===== config.mk =====
export PLATFORM = sky130hd
export DESIGN_NAME = ccm_clock_mode
export DESIGN_NICKNAME = d
export VERILOG_FILES = /design/src/design/ccm_pkg.sv /design/src/design/ccm_clock_mode.sv
export VERILOG_INCLUDE_DIRS = /design/src /design/src/design
export SDC_FILE = /design/constraint.sdc
export NUM_CORES = 1
export LEC_CHECK = 0
export BUFFER_PORTS_ARGS = -buffer_cell sky130_fd_sc_hd__clkbuf_2
export CAP_MARGIN = 20
export CELL_PAD_IN_SITES_DETAIL_PLACEMENT = 0
export CELL_PAD_IN_SITES_GLOBAL_PLACEMENT = 1
export CORE_ASPECT_RATIO = 0.6
export CORE_MARGIN = 1.5
export CORE_UTILIZATION = 36
export DETAILED_ROUTE_END_ITERATION = 8
export GPL_TIMING_DRIVEN = 0
export PLACE_DENSITY = 0.83
export SYNTH_ARGS = -nofsm -noshare
export SYNTH_HDL_FRONTEND = slang
export SYNTH_SLANG_ARGS = --single-unit

===== constraint.sdc =====
create_clock -name sys_clk_i -period 2.2 [get_ports sys_clk_i]
set_input_delay 0.11 -clock sys_clk_i [delete_from_list [all_inputs] [get_ports sys_clk_i]]
set_output_delay 0.11 -clock sys_clk_i [all_outputs]
set_load 0.02 [all_outputs]

===== src/design/ccm_params.svh =====
// Constants for the CPU clock mode selection block.
// Assumes inclusion by the package and the block; definitions only.
`ifndef CCM_PARAMS_SVH
`define CCM_PARAMS_SVH
`define CCM_STRAP_X4       3'h7
`define CCM_STRAP_X3       3'h6
`define CCM_STRAP_X8       3'h5
`define CCM_STRAP_X5       3'h4
`define CCM_STRAP_DIRECT   3'h3
`define CCM_STRAP_X10      3'h2
`define CCM_STRAP_PRESCALE 3'h1
`define CCM_STRAP_X16      3'h0
`define CCM_FACTOR_X1      5'h01
`define CCM_FACTOR_X3      5'h03
`define CCM_FACTOR_X4      5'h04
`define CCM_FACTOR_X5      5'h05
`define CCM_FACTOR_X8      5'h08
`define CCM_FACTOR_X10     5'h0A
`define CCM_FACTOR_X16     5'h10
`define CCM_WDOG_DIS_BIT   4
`define CCM_WDOG_DIS_RESET 1'h0
`define CCM_WDOG_LIMIT     5'h10
`define CCM_STRAP_RESET    3'h7
`endif


===== src/design/ccm_pkg.sv =====
// Types for the CPU clock mode selection block.
// Assumes the constants header sits beside it.
`include "ccm_params.svh"
package ccm_pkg;
  typedef enum logic [1:0] {
    CCM_MODE_PLL       = 2'h0,
    CCM_MODE_DIRECT    = 2'h1,
    CCM_MODE_PRESCALE  = 2'h2
  } ccm_mode_type;

  typedef enum logic [1:0] {
    CCM_SRC_PLL        = 2'h0,
    CCM_SRC_CRYSTAL    = 2'h1,
    CCM_SRC_CRYSTAL_DIV = 2'h2
  } ccm_src_type;

  typedef struct packed {
    ccm_mode_type mode;
    ccm_src_type  source;
    logic [4:0]   pll_factor;
    logic         pll_enable;
    logic         pll_free_run;
    logic         wdog_active;
  } ccm_status_type;
endpackage


===== src/design/ccm_clock_mode.sv =====
// CPU clock mode selection: latches the straps at reset release, decodes the
// clock generation mode, runs the prescaler phase and the oscillator watchdog.
// Assumes sys_clk_i is the system clock; crystal_input_i is a sampled level.
`timescale 1ns/1ns
`include "ccm_params.svh"
module ccm_clock_mode (
  // Clock and reset
  input  wire logic                 sys_clk_i,
  input  wire logic                 rst_i,
  // Straps and configuration
  input  wire logic [2:0]           clock_mode_straps_i,
  input  wire logic [7:0]           system_config_register_i,
  // Oscillator activity
  input  wire logic                 crystal_input_i,
  input  wire logic                 pll_clk_tick_i,
  // Status and clock outputs
  output ccm_pkg::ccm_status_type   status_o,
  output logic                      cpu_clk_phase_o,
  output logic                      clock_half_period_o,
  output logic                      external_clock_allowed_o,
  output logic                      osc_watchdog_irq_o
);
  import ccm_pkg::*;

  // ==========================================================
  // Strap capture
  // The first clocked edge after release catches the straps; the async
  // reset can only load a constant, so a capture flag marks that edge.
  logic [2:0]     strap_reg;
  logic [2:0]     strap_next;
  logic           captured_reg;
  logic           captured_next;

  always_comb begin
    strap_next    = strap_reg;
    captured_next = 1'b1;
    if (!captured_reg) begin
      strap_next = clock_mode_straps_i;
    end
  end

  always_ff @(posedge sys_clk_i or posedge rst_i) begin
    if (rst_i) begin
      strap_reg    <= `CCM_STRAP_RESET;
      captured_reg <= 1'b0;
    end else begin
      strap_reg    <= strap_next;
      captured_reg <= captured_next;
    end
  end

  // ==========================================================
  // Mode decode
  ccm_mode_type mode;
  logic [4:0]   factor;

  always_comb begin
    case (strap_reg)
      `CCM_STRAP_X4: begin
        mode   = CCM_MODE_PLL;
        factor = `CCM_FACTOR_X4;
      end
      `CCM_STRAP_X3: begin
        mode   = CCM_MODE_PLL;
        factor = `CCM_FACTOR_X3;
      end
      `CCM_STRAP_X8: begin
        mode   = CCM_MODE_PLL;
        factor = `CCM_FACTOR_X8;
      end
      `CCM_STRAP_X5: begin
        mode   = CCM_MODE_PLL;
        factor = `CCM_FACTOR_X5;
      end
      `CCM_STRAP_DIRECT: begin
        mode   = CCM_MODE_DIRECT;
        factor = `CCM_FACTOR_X1;
      end
      `CCM_STRAP_X10: begin
        mode   = CCM_MODE_PLL;
        factor = `CCM_FACTOR_X10;
      end
      `CCM_STRAP_PRESCALE: begin
        mode   = CCM_MODE_PRESCALE;
        factor = `CCM_FACTOR_X1;
      end
      `CCM_STRAP_X16: begin
        mode   = CCM_MODE_PLL;
        factor = `CCM_FACTOR_X16;
      end
      // Three strap bits leave no other code; this keeps the decode latch free.
      default: begin
        mode   = CCM_MODE_PLL;
        factor = `CCM_FACTOR_X4;
      end
    endcase
  end

  // The disable bit is a level from the configuration byte; it is not latched,
  // so software may switch the watchdog at any time, not only at reset.
  logic wdog_disable;
  logic wdog_enable;
  assign wdog_disable = system_config_register_i[`CCM_WDOG_DIS_BIT];
  assign wdog_enable  = (mode != CCM_MODE_PLL) && !wdog_disable;

  // ==========================================================
  // Prescaler phase and oscillator watchdog
  // One phase per input clock period: the phase toggles on every rising
  // edge of the sampled crystal level, so high and low last one period.
  logic       xtal_prev_reg;
  logic       xtal_prev_next;
  logic       phase_reg;
  logic       phase_next;
  logic       half_reg;
  logic       half_next;
  logic [4:0] wdog_cnt_reg;
  logic [4:0] wdog_cnt_next;
  logic       failed_reg;
  logic       failed_next;
  logic       irq_reg;
  logic       irq_next;
  logic       xtal_rise;
  logic       xtal_edge;

  // The previous level is only known after the first edge out of reset, so no
  // edge is reported before it; otherwise a crystal sitting high fakes a rise.
  assign xtal_edge = (crystal_input_i ^ xtal_prev_reg) & captured_reg;
  assign xtal_rise = crystal_input_i & ~xtal_prev_reg & captured_reg;

  always_comb begin
    xtal_prev_next = crystal_input_i;
    phase_next     = phase_reg;
    half_next      = 1'b0;
    wdog_cnt_next  = wdog_cnt_reg;
    failed_next    = failed_reg;
    irq_next       = 1'b0;
    if (mode == CCM_MODE_PRESCALE) begin
      if (xtal_rise) begin
        phase_next = ~phase_reg;
        half_next  = 1'b1;
      end
    end else if (xtal_edge) begin
      half_next = 1'b1;
    end
    // Once switched to the pll, only a reset brings the crystal back.
    // A crystal edge in the same cycle as a tick wins, so a live crystal trips
    // the watchdog only if 16 pll ticks fall between two of its edges.
    if (wdog_enable && !failed_reg) begin
      if (xtal_edge) begin
        wdog_cnt_next = 5'h00;
      end else if (pll_clk_tick_i) begin
        if (wdog_cnt_reg == `CCM_WDOG_LIMIT - 5'h01) begin
          failed_next = 1'b1;
          irq_next    = 1'b1;
        end else begin
          wdog_cnt_next = wdog_cnt_reg + 5'h01;
        end
      end
    end else begin
      wdog_cnt_next = 5'h00;
    end
  end

  always_ff @(posedge sys_clk_i or posedge rst_i) begin
    if (rst_i) begin
      xtal_prev_reg <= 1'b0;
      phase_reg     <= 1'b0;
      half_reg      <= 1'b0;
      wdog_cnt_reg  <= 5'h00;
      failed_reg    <= 1'b0;
      irq_reg       <= 1'b0;
    end else begin
      xtal_prev_reg <= xtal_prev_next;
      phase_reg     <= phase_next;
      half_reg      <= half_next;
      wdog_cnt_reg  <= wdog_cnt_next;
      failed_reg    <= failed_next;
      irq_reg       <= irq_next;
    end
  end

  // ==========================================================
  // Outputs
  ccm_src_type src;
  always_comb begin
    case (mode)
      CCM_MODE_DIRECT:   src = failed_reg ? CCM_SRC_PLL : CCM_SRC_CRYSTAL;
      CCM_MODE_PRESCALE: src = failed_reg ? CCM_SRC_PLL : CCM_SRC_CRYSTAL_DIV;
      default:           src = CCM_SRC_PLL;
    endcase
  end

  // Pll modes always run from the pll; the other modes fall back to it only
  // after a watchdog failure, and stay there until the next reset.
  always_comb begin
    status_o.mode         = mode;
    status_o.source       = src;
    status_o.pll_factor   = factor;
    status_o.pll_enable   = (mode == CCM_MODE_PLL) || wdog_enable;
    status_o.pll_free_run = wdog_enable;
    status_o.wdog_active  = wdog_enable && !failed_reg;
  end

  assign cpu_clk_phase_o          = phase_reg;
  assign clock_half_period_o      = half_reg;
  assign external_clock_allowed_o = (mode == CCM_MODE_DIRECT);
  assign osc_watchdog_irq_o       = irq_reg;
endmodule


==> impl_results.md <==
* Rows at 13
* CP max FO at 4
* Drt drc at 0
* Status: completed
* Peak VDD IR at 447 uV
* Worst Tran Pin Value at 0.540 ns
* Skew-Pair Late Insertion Delay at 0.25 ns
* Die W at 64.7 um
* Sequential Area at ~350 um2
* Top delay family on crit path: flip-flops
* CTS tree: done
* DP HPWL at 1130 um
* ANT cells at 0
* CTS Root Cell: clkbuf_8
* Total number of vias at 583
* Post-Route WL at 1430 um
* Clk sinks at 14
* Footprint of the multi-input gates at between 400 and 500 um2
* Hold Crit Start: clock_mode_straps_i[0]
* Reg-to-Reg Start: strap_reg[0]
* FF-to-FF End: wdog_cnt_reg[4]
* Crit path largest cell delay at 0.55 ns
* Worst path buffer plus inverter count at 3
* Top-count cell post-synth: dfrtp_1
* R2r setup slk at 0.46 ns
* Setup CP Type: register to primary output
* Final Hold Slack at 0.0938 ns
* Syn_nets at slightly below 100
* DR WL/cell at 10.7 um
* Total die area at about 2600 um2
* Largest register FFs at 5
* Critical Path End Type: primary output
* Total Negative Setup Slacks at 0 ns
* Total track usage at 12.5%
* Worst-path clk slew at 0.06 ns
* Ratio of final minimum period to clock period at about 87%
* I/O pins at 31
* Final setup violation count at 0
* Largest net degree at the start of global routing at 15
* Mapped Area at 823 um2
* Leakage dissipation at 0.582 nW
* Slowest CP cell: dfstp_2
* Syn Inst Count at 74
* RSZ-0062 raised after global routing: false
* Final nets at 129
* Drt pass-1 iters at 2
* CP startpoint kind: register
* First DRT Iteration DRCs at 12
* Resized cells post-CTS at 0
* Synth cell count leaders: 11 x dfrtp_1, 10 x ha_1, 7 x inv_1, 7 x nor2_1
* Port bufs at 23
* Synth top area cells: dfrtp_1 33%, ha_1 15%, dfstp_2 9.6%, mux2_2 5.5%, inv_1 3.2%
* Hold Path Depth at 2
* Register area share after synthesis at between 40 and 50%
* Grt ovf at 0
* Syn Area/Cell at 11.1 um2
* Hold path endpoint: strap_reg[0]
* Synth Register Bits at 14
* Drt via density at approximately 4.4
* Final Hold Vio Count at 0
* Required time worst endpoint at 2.09 ns
* Synth async-reset ratio at 100%
* Vias in the first global route at between 500 and 600
* Worst clock skew at 0.00276 ns
* Crit-path cells: inv_1, ha_1, nand2b_1, inv_1, ha_1, and2b_2, clkbuf_2
* Reg2Reg Depth at 6
* Max-slew violations at 0
* Most used flip-flop cell after synthesis: dfrtp_1
* First-pass GRT wire length at 2340 um
* HP Class: input port to register
* Initial Util at 38.1%
* Max Clock Freq at about 520 MHz
* Pwr per Cell Area at 687 nW/um2
* Share of cells above drive strength 1 at 40.8%
* Area fraction of the dominant cell type after synthesis at 33.4%
* CP arrival at 1.80 ns
* Yosys cell types at 27
* Rel. slew slack at between 60% and 70%
* GPL Wtd Cong at ~0.63
* Area delta synth->final at 27.7%
* Antenna violations before repair at 0
* Max_cap viols at 0
* Post-route ant nets at 0
* CTS Buf Count at 3
* CTS Buffer Depth at 2
* Post-synth EDFFs at 0
* Total of warnings raised by yosys at 0
* # fillers at ~220
* H-tree Lvls at 1
* Post-synth top area cell: dfrtp_1
* Die height at between 40 and 50 um
* Total core area at 2160 um2
* Period minus WS final at between 1.5 and 2 ns
==> per-layer routing <==
metal  vias up  track usage (%)  routed length, um
met5         -                0                  0
met4         0             3.19                 17
met3         3             3.65                 69
met2        17             20.6                597
met1       263             16.4                742
li1        300                -                  -
==> power breakdown <==
group          total (mW)  internal (mW)  switching [mW]
clock               0.252          0.159          0.0936
sequential          0.300          0.282          0.0183
combinational       0.169         0.0699          0.0995
total               0.722          0.510           0.211
==> timing repair <==
action | in CTS | in global routing
hold buffers | 2 | 0
endpoints found under the hold margin | 12 | 0
setup buffers | 0 | 0
==> cell families after synthesis <==
| logic type | Yosys count | share of synthesized area [%] |
|---|---|---|
| AO/OA/AOI/OAI | 5 | 5.93 |
| other | 1 | 0.455 |
| multiplexers | 5 | 6.69 |
| AND/OR/NAND/NOR | 26 | 19.0 |
| flip-flops | 14 | 43.0 |
| adder cells (fa/ha/maj) | 10 | 15.2 |
| XOR/XNOR | 4 | 4.26 |
| buffers and inverters | 9 | 5.47 |
==> final cells by class <==
type / instances / area share (%)
Inverter: 7 / 2.50
Clock buffer: 4 / 5.24
Tap cell: 30 / 3.57
Sequential cell: 14 / 33.7
Buffer: 2 / 1.79
Timing Repair Buffer: 25 / 12.9
Multi-Input combinational cell: 51 / 40.4
==> placed cells by master, fill, tap and decap left out, drive strengths merged, types with 2 or more instances in the layout <==
cell type,count
nor2,7
nand2b,4
o211a,2
xor2,2
ha,10
clkbuf,27
dlygate4sd3,2
and3,2
dfrtp,11
xnor2,2
buf,2
dfstp,3
nor2b,3
nand3,2
mux2,4
inv,7
nand2,4
==> through the flow <==
step                      setup WS (ns)  total power [mW]  cell area (um2)  cells  utilization (%)
after floorplan                   0.471             0.418              823     74                -
after global placement            0.500             0.468              976    127             45.1
after detailed placement          0.452             0.472              976    127             45.1
after CTS                         0.262             0.729             1050    133             48.6
after global routing              0.153             0.760             1050    133             48.6
final                             0.292             0.722             1050    133             48.6
==> worst max path at each step <==
stage	from	endpoint	slack, ns	cells past startpoint
floorplan	strap_reg[0]	status_o[8]	0.47	6
CTS	strap_reg[1]	status_o[9]	0.26	7
global route	strap_reg[1]	status_o[9]	0.15	7
detailed placement	strap_reg[0]	wdog_cnt_reg[4]	0.45	6
finish	strap_reg[1]	status_o[9]	0.29	7
global placement	strap_reg[0]	wdog_cnt_reg[4]	0.50	6
Note: power is estimated with default switching activity, not from simulation.
